## config.mk

```make
export PLATFORM = sky130hd
export DESIGN_NAME = rmp_regs
export DESIGN_NICKNAME = d
export VERILOG_FILES = /design/src/hdl/rmp_rom_xlate.v /design/src/hdl/rmp_fail_capture.v /design/src/hdl/rmp_regs.v
export VERILOG_INCLUDE_DIRS = /design/src /design/src/include
export SDC_FILE = /design/constraint.sdc
export NUM_CORES = 1
export LEC_CHECK = 0
export BUFFER_PORTS_ARGS = -buffer_cell sky130_fd_sc_hd__buf_2
export CELL_PAD_IN_SITES_DETAIL_PLACEMENT = 1
export CELL_PAD_IN_SITES_GLOBAL_PLACEMENT = 1
export CORE_MARGIN = 4
export CORE_UTILIZATION = 41
export DETAILED_ROUTE_END_ITERATION = 8
export HOLD_SLACK_MARGIN = 0.02
export PLACE_DENSITY = 0.88
export SLEW_MARGIN = 20
export SYNTH_ARGS = -nofsm -noshare
export SYNTH_HDL_FRONTEND = slang
export SYNTH_HIERARCHICAL = 1
export SYNTH_SLANG_ARGS = --single-unit
```

## constraint.sdc

```tcl
create_clock -name pclk -period 2.3 [get_ports pclk]
set_clock_uncertainty 0.05 [all_clocks]
set_input_delay 0.46 -clock pclk [delete_from_list [all_inputs] [get_ports pclk]]
set_output_delay 0.46 -clock pclk [all_outputs]
set_load 0.01 [all_outputs]
```

## src/include/rmp_map.vh

```
`ifndef RMP_MAP_VH
`define RMP_MAP_VH

// Register byte addresses
`define RMP_ADDR_ROM_MAP 12'h034
`define RMP_ADDR_FAIL_LO 12'h038
`define RMP_ADDR_FAIL_HI 12'h03c
`define RMP_ADDR_VENDOR 12'h040
`define RMP_ADDR_CTRL 12'h080
`define RMP_ADDR_INT_STAT 12'h084
`define RMP_ADDR_INT_CLR 12'h088
`define RMP_ADDR_INT_EN 12'h08c

// ROM map field
`define RMP_ROM_BASE_LSB 10
`define RMP_ROM_LOW_BITS 10
`define RMP_ROM_MAP_RESET 32'h00000000

// Configuration ROM window on the serial bus
`define RMP_ROM_WIN_LO 48'hfffff0000400
`define RMP_ROM_WIN_HI 48'hfffff00007ff

// Control register fields
`define RMP_CTRL_POST_BIT 18
`define RMP_CTRL_RESET 32'h00000000

// Interrupt status bits
`define RMP_INT_FAIL 0
`define RMP_INT_ROMRD 1
`define RMP_INT_REFUSED 2
`define RMP_INT_W 3

// Failure register layout
`define RMP_HI_OFFS_W 16
`define RMP_SRC_W 16

`endif

```

## src/hdl/rmp_rom_xlate.v

```verilog
`timescale 1ns/10ps
`include "rmp_map.vh"

module rmp_rom_xlate #(
    parameter AW = 32
) (
    input wire pclk, // Clock
    input wire presetn, // Async reset, low
    input wire rd_valid, // Quadlet read request strobe
    input wire [47:0] rd_offset, // Serial bus offset
    input wire [AW-1:0] base, // ROM map register value
    output reg hit_q, // Redirect pulse
    output reg [AW-1:0] host_addr_q // Host memory address
);

    wire in_win;
    wire [AW-1:0] low_ext;

    assign in_win = (rd_offset >= `RMP_ROM_WIN_LO) && (rd_offset <= `RMP_ROM_WIN_HI);
    assign low_ext = {{(AW-`RMP_ROM_LOW_BITS){1'b0}}, rd_offset[`RMP_ROM_LOW_BITS-1:0]};

    always @(posedge pclk or negedge presetn) begin
        if (!presetn) begin
            hit_q <= 1'b0;
            host_addr_q <= {AW{1'b0}};
        end else begin
            hit_q <= rd_valid && in_win;
            if (rd_valid && in_win) begin
                host_addr_q <= base + low_ext;
            end
        end
    end

endmodule // rmp_rom_xlate

```

## src/hdl/rmp_fail_capture.v

```verilog
`timescale 1ns/10ps
`include "rmp_map.vh"

module rmp_fail_capture (
    input wire pclk, // Clock
    input wire presetn, // Async reset, low
    input wire fail_valid, // Posted write failure strobe
    input wire [47:0] fail_offset, // Destination offset of failed write
    input wire [15:0] fail_source, // Bus and node number of requester
    output reg [31:0] fail_lo_q, // Low failure register
    output reg [31:0] fail_hi_q // High failure register
);

    // Contents undefined until first failure; cleared for determinism
    always @(posedge pclk or negedge presetn) begin
        if (!presetn) begin
            fail_lo_q <= 32'h00000000;
            fail_hi_q <= 32'h00000000;
        end else if (fail_valid) begin
            fail_lo_q <= fail_offset[31:0];
            fail_hi_q <= {fail_source, fail_offset[47:32]};
        end
    end

endmodule // rmp_fail_capture

```

## src/hdl/rmp_regs.v

```verilog
// The implementer's own choice: the APB register port.
`timescale 1ns/10ps
`include "rmp_map.vh"

module rmp_regs #(
    parameter VENDOR_IDENTITY = 32'h0a1b2c3d // Arbitrary value
) (
    input wire pclk, // Clock
    input wire presetn, // Async reset, low
    input wire psel, // APB select
    input wire penable, // APB enable
    input wire pwrite, // APB direction
    input wire [11:0] paddr, // APB byte address
    input wire [31:0] pwdata, // APB write data
    output wire pready, // APB ready
    output reg [31:0] prdata, // APB read data
    output wire pslverr, // APB error
    input wire rd_valid, // Incoming quadlet read strobe
    input wire [47:0] rd_offset, // Incoming read offset
    output wire rom_hit, // ROM read redirected pulse
    output wire [31:0] rom_host_addr, // Host memory address
    input wire wr_valid, // Incoming write request strobe
    output wire wr_posted, // Write accepted as posted
    input wire fail_valid, // Posted data write failed strobe
    input wire [47:0] fail_offset, // Failed write offset
    input wire [15:0] fail_source, // Failed write source node
    output wire irq // Interrupt, high active level
);

    reg [31:0] rom_map_q;
    reg [31:0] ctrl_q;
    reg [`RMP_INT_W-1:0] int_stat_q;
    reg [`RMP_INT_W-1:0] int_stat_d;
    reg [`RMP_INT_W-1:0] int_en_q;
    wire [31:0] fail_lo;
    wire [31:0] fail_hi;
    wire wr_en;
    wire rd_en;
    wire posted_write_allow;
    wire [`RMP_INT_W-1:0] events;
    wire [`RMP_INT_W-1:0] clr;
    reg [31:0] rdata_d;
    reg mapped;

    function is_mapped;
        input [11:0] a;
        begin
            is_mapped = (a == `RMP_ADDR_ROM_MAP) || (a == `RMP_ADDR_FAIL_LO) ||
                (a == `RMP_ADDR_FAIL_HI) || (a == `RMP_ADDR_VENDOR) ||
                (a == `RMP_ADDR_CTRL) || (a == `RMP_ADDR_INT_STAT) ||
                (a == `RMP_ADDR_INT_CLR) || (a == `RMP_ADDR_INT_EN);
        end
    endfunction

    assign pready = 1'b1;
    assign pslverr = psel && penable && !is_mapped(paddr);
    assign wr_en = psel && penable && pwrite;
    assign rd_en = psel && !penable && !pwrite;
    assign posted_write_allow = ctrl_q[`RMP_CTRL_POST_BIT];
    assign wr_posted = wr_valid && posted_write_allow;

    always @(posedge pclk or negedge presetn) begin
        if (!presetn) begin
            rom_map_q <= `RMP_ROM_MAP_RESET;
            ctrl_q <= `RMP_CTRL_RESET;
            int_en_q <= {`RMP_INT_W{1'b0}};
        end else if (wr_en) begin
            case (paddr)
                `RMP_ADDR_ROM_MAP: begin
                    rom_map_q <= {pwdata[31:`RMP_ROM_BASE_LSB], {`RMP_ROM_BASE_LSB{1'b0}}};
                end
                `RMP_ADDR_CTRL: begin
                    ctrl_q <= pwdata & (32'h00000001 << `RMP_CTRL_POST_BIT);
                end
                `RMP_ADDR_INT_EN: begin
                    int_en_q <= pwdata[`RMP_INT_W-1:0];
                end
                default: begin
                    // Vendor and failure registers ignore writes
                    rom_map_q <= rom_map_q;
                end
            endcase
        end
    end

    rmp_rom_xlate #(
        .AW(32)
    ) u_xlate (
        .pclk(pclk),
        .presetn(presetn),
        .rd_valid(rd_valid),
        .rd_offset(rd_offset),
        .base(rom_map_q),
        .hit_q(rom_hit),
        .host_addr_q(rom_host_addr)
    );

    rmp_fail_capture u_fail (
        .pclk(pclk),
        .presetn(presetn),
        .fail_valid(fail_valid),
        .fail_offset(fail_offset),
        .fail_source(fail_source),
        .fail_lo_q(fail_lo),
        .fail_hi_q(fail_hi)
    );

    // Event bits: failure, ROM redirect, refused post
    assign events[`RMP_INT_FAIL] = fail_valid;
    assign events[`RMP_INT_ROMRD] = rom_hit;
    assign events[`RMP_INT_REFUSED] = wr_valid && !posted_write_allow;
    assign clr = (wr_en && (paddr == `RMP_ADDR_INT_CLR)) ? pwdata[`RMP_INT_W-1:0] : {`RMP_INT_W{1'b0}};

    // Set wins over clear
    always @* begin
        int_stat_d = (int_stat_q & ~clr) | events;
    end

    always @(posedge pclk or negedge presetn) begin
        if (!presetn) begin
            int_stat_q <= {`RMP_INT_W{1'b0}};
        end else begin
            int_stat_q <= int_stat_d;
        end
    end

    assign irq = |(int_stat_q & int_en_q);

    always @* begin
        rdata_d = 32'h00000000;
        mapped = 1'b1;
        case (paddr)
            `RMP_ADDR_ROM_MAP: rdata_d = {rom_map_q[31:`RMP_ROM_BASE_LSB], {`RMP_ROM_BASE_LSB{1'b0}}};
            `RMP_ADDR_FAIL_LO: rdata_d = fail_lo;
            `RMP_ADDR_FAIL_HI: rdata_d = fail_hi;
            `RMP_ADDR_VENDOR: rdata_d = VENDOR_IDENTITY;
            `RMP_ADDR_CTRL: rdata_d = ctrl_q;
            `RMP_ADDR_INT_STAT: rdata_d = {{(32-`RMP_INT_W){1'b0}}, int_stat_q};
            `RMP_ADDR_INT_EN: rdata_d = {{(32-`RMP_INT_W){1'b0}}, int_en_q};
            default: mapped = 1'b0;
        endcase
    end

    // Read data captured in setup cycle, valid in access phase
    always @(posedge pclk or negedge presetn) begin
        if (!presetn) begin
            prdata <= 32'h00000000;
        end else if (rd_en) begin
            prdata <= mapped ? rdata_d : 32'h00000000;
        end
    end

endmodule // rmp_regs

```

==> results of run 1 <==
-- repair_timing --
action,in CTS,in global routing
hold buffers,1,0
hold endpoints to repair,44,0
gates resized for setup,1,7
endpoints found under the setup margin,2,12
-- layout make-up --
cell class	instances	area [um^2]	area share
multi-input combinational	504	3900	0.375
tap	265	332	0.0319
sequential	158	3950	0.380
clock buffer	19	443	0.0426
clock inverter	13	130	0.0125
antenna	2	5.00	0.000481
timing repair buffer	272	1570	0.151
inverter	12	57.6	0.00554
-- power by group --
part	switching, mW	leakage (nW)	internal (mW)
logic	0.413	2.81	0.423
registers	0.104	2.02	2.94
clock network	1.20	0.268	1.54
-- synthesized netlist by cell type, types with 2 or more instances --
master	n
o21ai_0	32
clkbuf_1	15
mux2_4	63
nor2_1	28
a21o_1	4
mux2i_1	18
or3_1	12
nand4_1	14
buf_6	4
or4_1	5
xor2_1	4
xnor2_1	13
dfrtp_1	158
nor3b_1	4
or4_4	3
nand3_1	23
mux2_2	35
nor3_1	19
a22oi_1	28
inv_1	11
nand2_1	58
and3_1	13
o22a_1	2
buf_12	6
buf_2	14
or4b_1	3
o31a_1	2
a21oi_1	35
o21ai_1	13
a31oi_1	2
o211ai_1	4
ha_1	10
nor4_1	13
and2_1	2
or2_2	3
a211oi_1	2
conb_1	2
nor4b_1	4
nor4_2	2
-- worst max-delay path by stage --
stage / startpoint / endpoint / slack (ns) / cells past startpoint
finish: rd_offset[19] / u_xlate/host_addr_q[23]$_DFFE_PN0P_ / -0.05 / 7
global placement: rd_offset[19] / u_xlate/host_addr_q[23]$_DFFE_PN0P_ / -0.40 / 7
floorplan: rd_offset[19] / u_xlate/host_addr_q[19]$_DFFE_PN0P_ / -0.23 / 8
global route: rd_offset[19] / u_xlate/host_addr_q[30]$_DFFE_PN0P_ / -0.06 / 7
CTS: rd_offset[19] / u_xlate/host_addr_q[25]$_DFFE_PN0P_ / -0.007 / 8
detailed placement: rd_offset[19] / u_xlate/host_addr_q[23]$_DFFE_PN0P_ / -0.45 / 7
-- state kept, by name, indices dropped and copies added (netlist names) --
signal	cells
u_fail/fail_lo_q	32
ctrl_q	1
u_xlate/hit_q	1
u_fail/fail_hi_q	32
prdata	32
rom_map_q	22
u_xlate/host_addr_q	32
int_stat_q	3
int_en_q	3
-- worst register-to-register path, stage by stage, from the launching register on --
cell and delay, ns:
dfrtp_1 0.43, nand4_1 0.23, nor4_1 0.31, buf_4 0.18
nand3_1 0.14, and3_1 0.24, a211oi_2 0.19, nand3_1 0.10
-- per-layer routing --
metal	track usage	up-vias	wire (um)
li1	-	3102	-
met1	0.296	3454	10700
met5	0	-	22
met2	0.403	168	13200
met3	0.0494	38	1100
met4	0.0693	6	476
-- cells by family (layout without fill, tap and decap cells) --
logic type	count (synthesis)	count (layout)	share of synthesized area
buf+inv	53	316	0.0430
flops	158	158	0.487
fa+ha+maj	11	11	0.0179
xor+xnor	17	17	0.0183
mux	116	116	0.187
other cells	2	14	0.000926
simple gates	216	216	0.146
compound gates	132	132	0.0993
==> metrics, run 1 <==
Synth area leader=dfrtp_1; Avg Cell Area, Syn=11.5 um^2; failing checks=slew limit, setup timing; GRT Overall Usage=0.234; Crit. End Element=flip-flop; worst r2r src=rom_map_q[20]$_DFFE_PN0P_; Setup-failing EPs final=2; Leak=5.10 nW; Die Wd=149 um; Seq/Total Area, Yosys=0.487; FP Rows=51; CTS tree=yes; drt total wl=25600 um; Post-synth EDFFs=0; Ys Warns=6; vias per cell=5.44; vias post-DR=6768; DR WL/cell=20.5 um; Initial DRC Count=251; Crit path buffers/inverters=2; count of cell types in the netlist=61; most frequent cells in the layout=221 x buf_2, 158 x dfrtp_1, 63 x mux2_4; placed cells=1210; Hold Crit Endpoint=u_fail/fail_hi_q[10]$_DFFE_PN0P_; fmax=0.425 GHz; synthesized area=0.00811 mm^2; #FFs+latches synth=158; Num CTS Buffers=17; hold path cells=2; Hold Path Class=in -> reg; fillers=2155; Final Hold Vio Count=0; hold slack=0.217 ns; Max-slew headroom=-0.734; fin cells=1245; drt first pass iters=4; initial antenna violation count=5; Largest delay share family, worst path=simple AND/OR/NAND/NOR gates; min Tclk post-route=2.35 ns; Final Max Tran Viols=24; number of global-route vias before repair=7380; startpoint types=primary input; Clock Latency Late Sink=0.42 ns; share of the synthesized area in the top cell type=0.487; Setup WS post-layout=-0.0545 ns; Remaining DRCs=0; setup repair bufs after CTS=0; commonest non-fill, non-tap cell in the layout=buf_2; Initial Util=0.417; fin crit share=1.02; status=finished with violations; Pwr Density=636 mW/mm^2; Port Buffers=224; cell depth of the worst flop-to-flop path=7; Worst-Margin Slew=2.57 ns; Synth area leaders=dfrtp_1 49%, mux2_4 12%, mux2_2 4.9%; layout cells sized above 1=0.433; Area Overhead vs Synth=28.1%; placed wire-length estimate=19000 um; design area=0.0104 mm^2; clock sink total=158; setup TNS=-0.0772 ns; pin count of the biggest net entering global routing=66; max incr delay on CP=0.52 ns; DP Worst Slack=-0.454 ns; CTS root buf=clkbuf_16; placed instance area=0.00978 mm^2; final core occ=0.534; H-tree depth=4; Final #Nets=1140; flop-to-flop setup slack=0.30 ns; grt ovf=0; RePlAce Congestion=0.873; CP cell instances=buf_6 > or4b_1 > or4_1 > or4_4 > buf_4 > o41a_1 > nand3_1; Crit-path slowest cell=or4_4; MaxCap Viol Count=0; FFs w/ async S/R, synth=1.00; core area=0.0195 mm^2; top_reg_cell synth=dfrtp_1; R2R Path End=u_xlate/host_addr_q[31]$_DFFE_PN0P_; Die Ht=149 um; die area=0.0221 mm^2; Worst EP required=2.61 ns; Tot Pwr=6.62 mW; worst vdd ir=0.474 mV; first-pass GRT wire length=40400 um; Clock Tree Buf Depth=2; clock transition at the registers of the reported paths=0.07 ns; CP max FO=12; DRT antenna net count=0; CP Class=in -> reg; CP arrival=2.66 ns; Syn Inst Count=705; hold_sp=fail_offset[42]; RSZ-0062 raised after global routing=true; boundary pin count=233
No activity file was read; power rests on OpenSTA's default activity.
==> inputs of run 2 (changes only) <==
--- a/config.mk
+++ b/config.mk
@@ -9,11 +9,13 @@
 export BUFFER_PORTS_ARGS = -buffer_cell sky130_fd_sc_hd__buf_2
 export CELL_PAD_IN_SITES_DETAIL_PLACEMENT = 1
 export CELL_PAD_IN_SITES_GLOBAL_PLACEMENT = 1
+export CORE_ASPECT_RATIO = 1.1
 export CORE_MARGIN = 4
 export CORE_UTILIZATION = 41
 export DETAILED_ROUTE_END_ITERATION = 8
 export HOLD_SLACK_MARGIN = 0.02
 export PLACE_DENSITY = 0.88
+export RECOVER_POWER = 50
 export SLEW_MARGIN = 20
 export SYNTH_ARGS = -nofsm -noshare
 export SYNTH_HDL_FRONTEND = slang
==> run 2 against run 1 <==
The run ends with capacitance limit, slew limit, setup timing left. Global-route usage rose by 0.30 points. Largest cell class unchanged. Core utilization fell by 0.36 points. Design area fell by 1.5%. Total power rose by 3.2%.
==> metrics, run 2 (synthesis gave the netlist of run 1 again) <==
status=finished with violations; failing checks=capacitance limit, slew limit, setup timing; number of global-route vias before repair=7470 (+1.2%); startpoint types=primary input; pin count of the biggest net entering global routing=69 (+4.5%); CP Class=in -> reg; Seq pwr share=0.443 (-0.016); CTS root buf=clkbuf_16; initial antenna violation count=5 (unchanged); die area=0.0221 mm^2 (about the same); RSZ-0062 raised after global routing=true; fin cells=1236 (-0.72%); switching power share of the total=0.249 (-0.0104); Setup WS post-layout=-0.0600 ns (-0.00550 ns); DRT antenna net count=0 (unchanged); Remaining DRCs=0 (unchanged); fmax=0.424 GHz (-0.23%); first-pass GRT wire length=41000 um (+1.4%); Clock Tree Buf Depth=2 (unchanged); DR WL/cell=21.0 um (+2.5%); Worst EP required=2.61 ns (about the same); RePlAce Congestion=0.846 (-3.1%); Setup-failing EPs final=4 (+2); vias post-DR=6754 (-0.21%); Pint=5.13 mW (+4.7%); Final Hold Vio Count=0 (unchanged); Initial Util=0.420 (+0.00357); vias per cell=5.46 (+0.52%); Leak=4.92 nW (-3.6%); boundary pin count=233 (unchanged); DP Worst Slack=-0.440 ns (+0.0139 ns); Num CTS Buffers=17 (unchanged); layout cells sized above 1=0.379 (-0.0532); CTS tree=yes; Hold Path Class=in -> reg; hold slack=0.200 ns (-0.0174 ns); H-tree depth=4 (unchanged); Clock Power Share=0.448 (+0.034); Initial DRC Count=329 (+31%); drt total wl=26000 um (+1.7%); most frequent cells in the layout=221 x buf_2, 158 x dfrtp_1, 57 x nand2_1, 57 x mux2_1, 50 x buf_4; CP max FO=13 (+1); drt first pass iters=4 (unchanged); clock transition at the registers of the reported paths=0.07 ns (about the same); MaxCap Viol Count=1 (+1); Die Wd=142 um (-4.4%); Max-slew headroom=-0.606 (+0.128); fin crit share=1.03 (+0.00239); Pwr Density=667 mW/mm^2 (+4.8%); placed cells=1199 (-0.91%); Crit. End Element=flip-flop; commonest non-fill, non-tap cell in the layout=buf_2; Area Overhead vs Synth=26.2%; switching power=1.70 mW (-0.91%); Worst-Margin Slew=2.38 ns (-0.190 ns); GRT Overall Usage=0.237 (+0.00303); placed wire-length estimate=19400 um (+2.0%); grt ovf=0 (unchanged); FP Rows=53 (+3.9%); Final Max Tran Viols=90 (+280%); Die Ht=156 um (+4.6%); setup TNS=-0.199 ns (-0.122 ns); min Tclk post-route=2.36 ns (+0.00550 ns); Clock Latency Late Sink=0.42 ns (about the same); CP arrival=2.67 ns (about the same); clock sink total=158 (unchanged); Final #Nets=1148 (+0.70%); Port Buffers=224 (unchanged); Logic pwr share=0.109 (-0.017); core area=0.0193 mm^2 (-0.85%); worst vdd ir=0.569 mV (+20%)
run 2: layer usage:
layer  global-route usage  share of wire
met1                0.298           0.41
met2                0.406           0.52
met3               0.0448          0.041
met4               0.0859          0.029
met5                    0        0.00054
run 2: final cells by class:
class / count / area (um^2)
Clock inverter: 12 / 183
Tap cell: 247 / 309
Sequential cell: 158 / 3950
Clock buffer: 20 / 447
Multi-Input combinational cell: 504 / 3700
Antenna cell: 3 / 7.51
Fill cell: 2173 / 9060
Timing Repair Buffer: 280 / 1580
Inverter: 12 / 57.6
run 2: final timing paths:
kind,start,endpoint,slack (ns),cells after the start
max,rd_offset[19],u_xlate/host_addr_q[30]$_DFFE_PN0P_,-0.06,7
min,fail_offset[35],u_fail/fail_hi_q[3]$_DFFE_PN0P_,0.20,2
max reg2reg,rom_map_q[20]$_DFFE_PN0P_,u_xlate/host_addr_q[31]$_DFFE_PN0P_,0.28,7
min reg2reg,u_xlate/host_addr_q[0]$_DFFE_PN0P_,u_xlate/host_addr_q[0]$_DFFE_PN0P_,0.42,2
max in group asynchronous,presetn,u_xlate/host_addr_q[25]$_DFFE_PN0P_,0.27,3
min in group asynchronous,presetn,u_fail/fail_hi_q[3]$_DFFE_PN0P_,0.63,2
run 2: metrics by stage:
| step | power (mW) | area, um^2 | utilization |
|---|---|---|---|
| 2_1_floorplan | 3.53 | 8210 | - |
| 3_3_place_gp | 3.85 | 9790 | 0.508 |
| 3_5_place_dp | 3.90 | 9790 | 0.508 |
| 4_1_cts | 6.99 | 10400 | 0.541 |
| 5_1_grt | 7.09 | 10200 | 0.531 |
| 6_report | 6.83 | 10200 | 0.531 |
run 2: critical path, stage by stage:
cell	delay, ns
buf_6	0.09
or4b_1	0.50
or4_1	0.42
or4_4	0.52
buf_4	0.23
or3_1	0.36
nand3_1	0.08
run 2: what timing repair did:
item                       in CTS  in global routing
cloned                          0                  0
gates resized for setup         3                  8
pin swaps                       0                  2
hold endpoints to repair       11                  0
hold buffers                    1                  0
setup buffers                   0                  1
setup endpoints to repair       1                 12
run 2: power by group through the flow:
stage	Combinational, mW	Sequential, mW	Clock [mW]
2_1_floorplan	0.462	3.07	0
3_3_place_gp	0.780	3.07	0
3_5_place_dp	0.815	3.08	0
4_1_cts	0.826	3.03	3.13
5_1_grt	0.822	3.05	3.22
6_report	0.743	3.03	3.06
==> inputs of run 3 (changes only) <==
==> constraint.sdc (replaced) <==
create_clock -name pclk -period 2.3 [get_ports pclk]
set_clock_uncertainty 0.05 [all_clocks]
set_input_delay 0.23 -clock pclk [delete_from_list [all_inputs] [get_ports pclk]]
set_output_delay 0.23 -clock pclk [all_outputs]
set_load 0.01 [all_outputs]
==> run 3 against run 2 <==
The run ends with capacitance limit, slew limit left. Worst setup slack better by 0.24 ns. Fmax up 11%. Critical path depth decreased by 4. Sequential cell count is the same. Via count up 6.8%. Design area up 8.2%. Hold slack lost 0.10 ns. Sequential power hardly changed. Core utilization up 4.4 points. Non-clock buffer count is 80 higher. Sequential share of layout area is 2.9 points lower. Routed wire length grew 12%. Critical endpoint is now u_fail/fail_lo_q[22]$_DFFE_PN0P_. Largest cell class unchanged. Highest routed layer is now met4.
==> metrics, run 3 (synthesis gave the netlist of run 1 again) <==
CTS tree=yes; Clock Latency Late Sink=0.43 ns (about the same); CP arrival=2.37 ns (-0.30 ns); min Tclk post-route=2.12 ns (-0.241 ns); Clock Tree Buf Depth=2 (unchanged); Setup WS post-layout=0.181 ns (+0.241 ns); RSZ-0062 raised after global routing=false; Max-slew headroom=-0.644 (-0.0382); clock sink total=158 (unchanged); most frequent cells in the layout=205 x buf_2, 158 x dfrtp_1, 91 x dlygate4sd3_1; worst vdd ir=0.494 mV (-13%); vias post-DR=7214 (+6.8%); DR WL/cell=22.1 um (+4.9%); Worst EP required=2.55 ns (-0.06 ns); Pwr Density=659 mW/mm^2 (-1.1%); fin cells=1319 (+6.7%); Final #Nets=1228 (+7.0%); Final Hold Vio Count=0 (unchanged); multi-input logic area=0.00368 mm^2 (-0.51%); Hold Path Class=in -> reg; status=finished with violations; CP cell instances=clkbuf_1 > clkbuf_2 > mux2_1; Crit. End Element=flip-flop; initial antenna violation count=6 (+1); Port Buffers=224 (unchanged); Remaining DRCs=0 (unchanged); Tot Pwr=7.31 mW (+7.0%); max incr delay on CP=1.07 ns (+0.55 ns); Setup-failing EPs final=0 (-4); Initial Util=0.420 (unchanged); grt ovf=0 (unchanged); clock transition at the registers of the reported paths=0.06 ns (about the same); placed cells=1190 (-0.75%); Die Wd=142 um (unchanged); CP max FO=21 (+8); MaxCap Viol Count=2 (+1); failing checks=capacitance limit, slew limit; number of global-route vias before repair=8204 (+9.8%); drt first pass iters=5 (+1); commonest non-fill, non-tap cell in the layout=buf_2; DP Worst Slack=-0.250 ns (+0.190 ns); H-tree depth=4 (unchanged); GRT Overall Usage=0.264 (+0.0272); Area Overhead vs Synth=36.5%; Worst-Margin Slew=2.44 ns (+0.0566 ns); drt total wl=29100 um (+12%); DRT antenna net count=0 (unchanged); first-pass GRT wire length=45700 um (+11%); vias per cell=5.47 (about the same); FP Rows=53 (unchanged); core area=0.0193 mm^2 (unchanged); Die Ht=156 um (unchanged); placed wire-length estimate=18800 um (-3.1%); CTS root buf=clkbuf_16; Register Area=0.00395 mm^2 (unchanged); RePlAce Congestion=0.839 (-0.80%); boundary pin count=233 (unchanged); CP Class=in -> reg; fillers=2126 (-2.2%); fmax=0.472 GHz (+11%); pin count of the biggest net entering global routing=65 (-5.8%); layout cells sized above 1=0.322 (-0.0575); die area=0.0221 mm^2 (unchanged); startpoint types=primary input; fin crit share=0.921 (-0.105); post-CTS resize count=0 (-3); setup repair bufs after CTS=0 (unchanged); Crit-path slowest cell=clkbuf_1; CTS Hold Bufs=91 (+90); Initial DRC Count=321 (-2.4%); Leak=5.20 nW (+5.8%); Num CTS Buffers=17 (unchanged); Final Max Tran Viols=109 (+21%)
==> run 3: cell count changes in the layout (fill, tap and decap cells not counted), sizes merged <==
cell         before  now
dlygate4sd3       1   91
buf             275  246
clkbuf           24   42
bufinv            4    7
diode             3    6
clkinv            6    4
clkinvlp          0    2
inv              14   12
==> run 3: layer usage <==
layer / global-route usage / wire [um] / up-vias
li1: - / - / 3287
met1: 0.306 / 11100 / 3629
met2: 0.478 / 15600 / 233
met3: 0.0481 / 1460 / 65
met4: 0.106 / 963 / 0
met5: 0 / 0 / -
==> run 3: path summary, 6_finish.rpt <==
kind,from,end,slack [ns],cells past startpoint
setup / recovery,fail_valid,u_fail/fail_lo_q[22]$_DFFE_PN0P_,0.18,3
hold / removal,rd_offset[0],u_xlate/host_addr_q[0]$_DFFE_PN0P_,0.10,4
setup reg to reg,rom_map_q[17]$_DFFE_PN0P_,u_xlate/host_addr_q[31]$_DFFE_PN0P_,0.19,7
hold reg to reg,u_xlate/host_addr_q[18]$_DFFE_PN0P_,u_xlate/host_addr_q[18]$_DFFE_PN0P_,0.43,2
max in group asynchronous,presetn,prdata[13]$_DFFE_PN0P_,0.35,3
min in group asynchronous,presetn,u_fail/fail_hi_q[0]$_DFFE_PN0P_,0.72,2
==> run 3: final cells by class <==
class	instances	area share
Timing Repair Buffer	360	0.214
Antenna cell	6	0.00136
Clock buffer	19	0.0391
Clock inverter	13	0.0235
Inverter	12	0.00452
Sequential cell	158	0.357
Tap cell	247	0.0279
Multi-Input combinational cell	504	0.333
==> run 3: through the flow <==
stage               TNS [ns]  hold slack [ns]  area, um^2   util
floorplan                  0           -0.116        8170      -
global placement       -2.18            0.204        9720  0.503
detailed placement     -3.40            0.211        9720  0.503
CTS                        0           0.0947       11300  0.587
global route               0            0.124       11100  0.574
finish                     0            0.100       11100  0.574
==> run 3: worst max-delay path: cells and delay by family <==
kind	cells	cell delay (ns)
buffers and inverters	2	1.72
muxes	1	0.40
==> run 3: power breakdown <==
| part | internal [mW] | switching, mW | total, mW |
|---|---|---|---|
| Sequential | 2.93 | 0.114 | 3.05 |
| Clock | 2.16 | 1.22 | 3.37 |
| Combinational | 0.433 | 0.452 | 0.885 |
| Total | 5.52 | 1.78 | 7.31 |
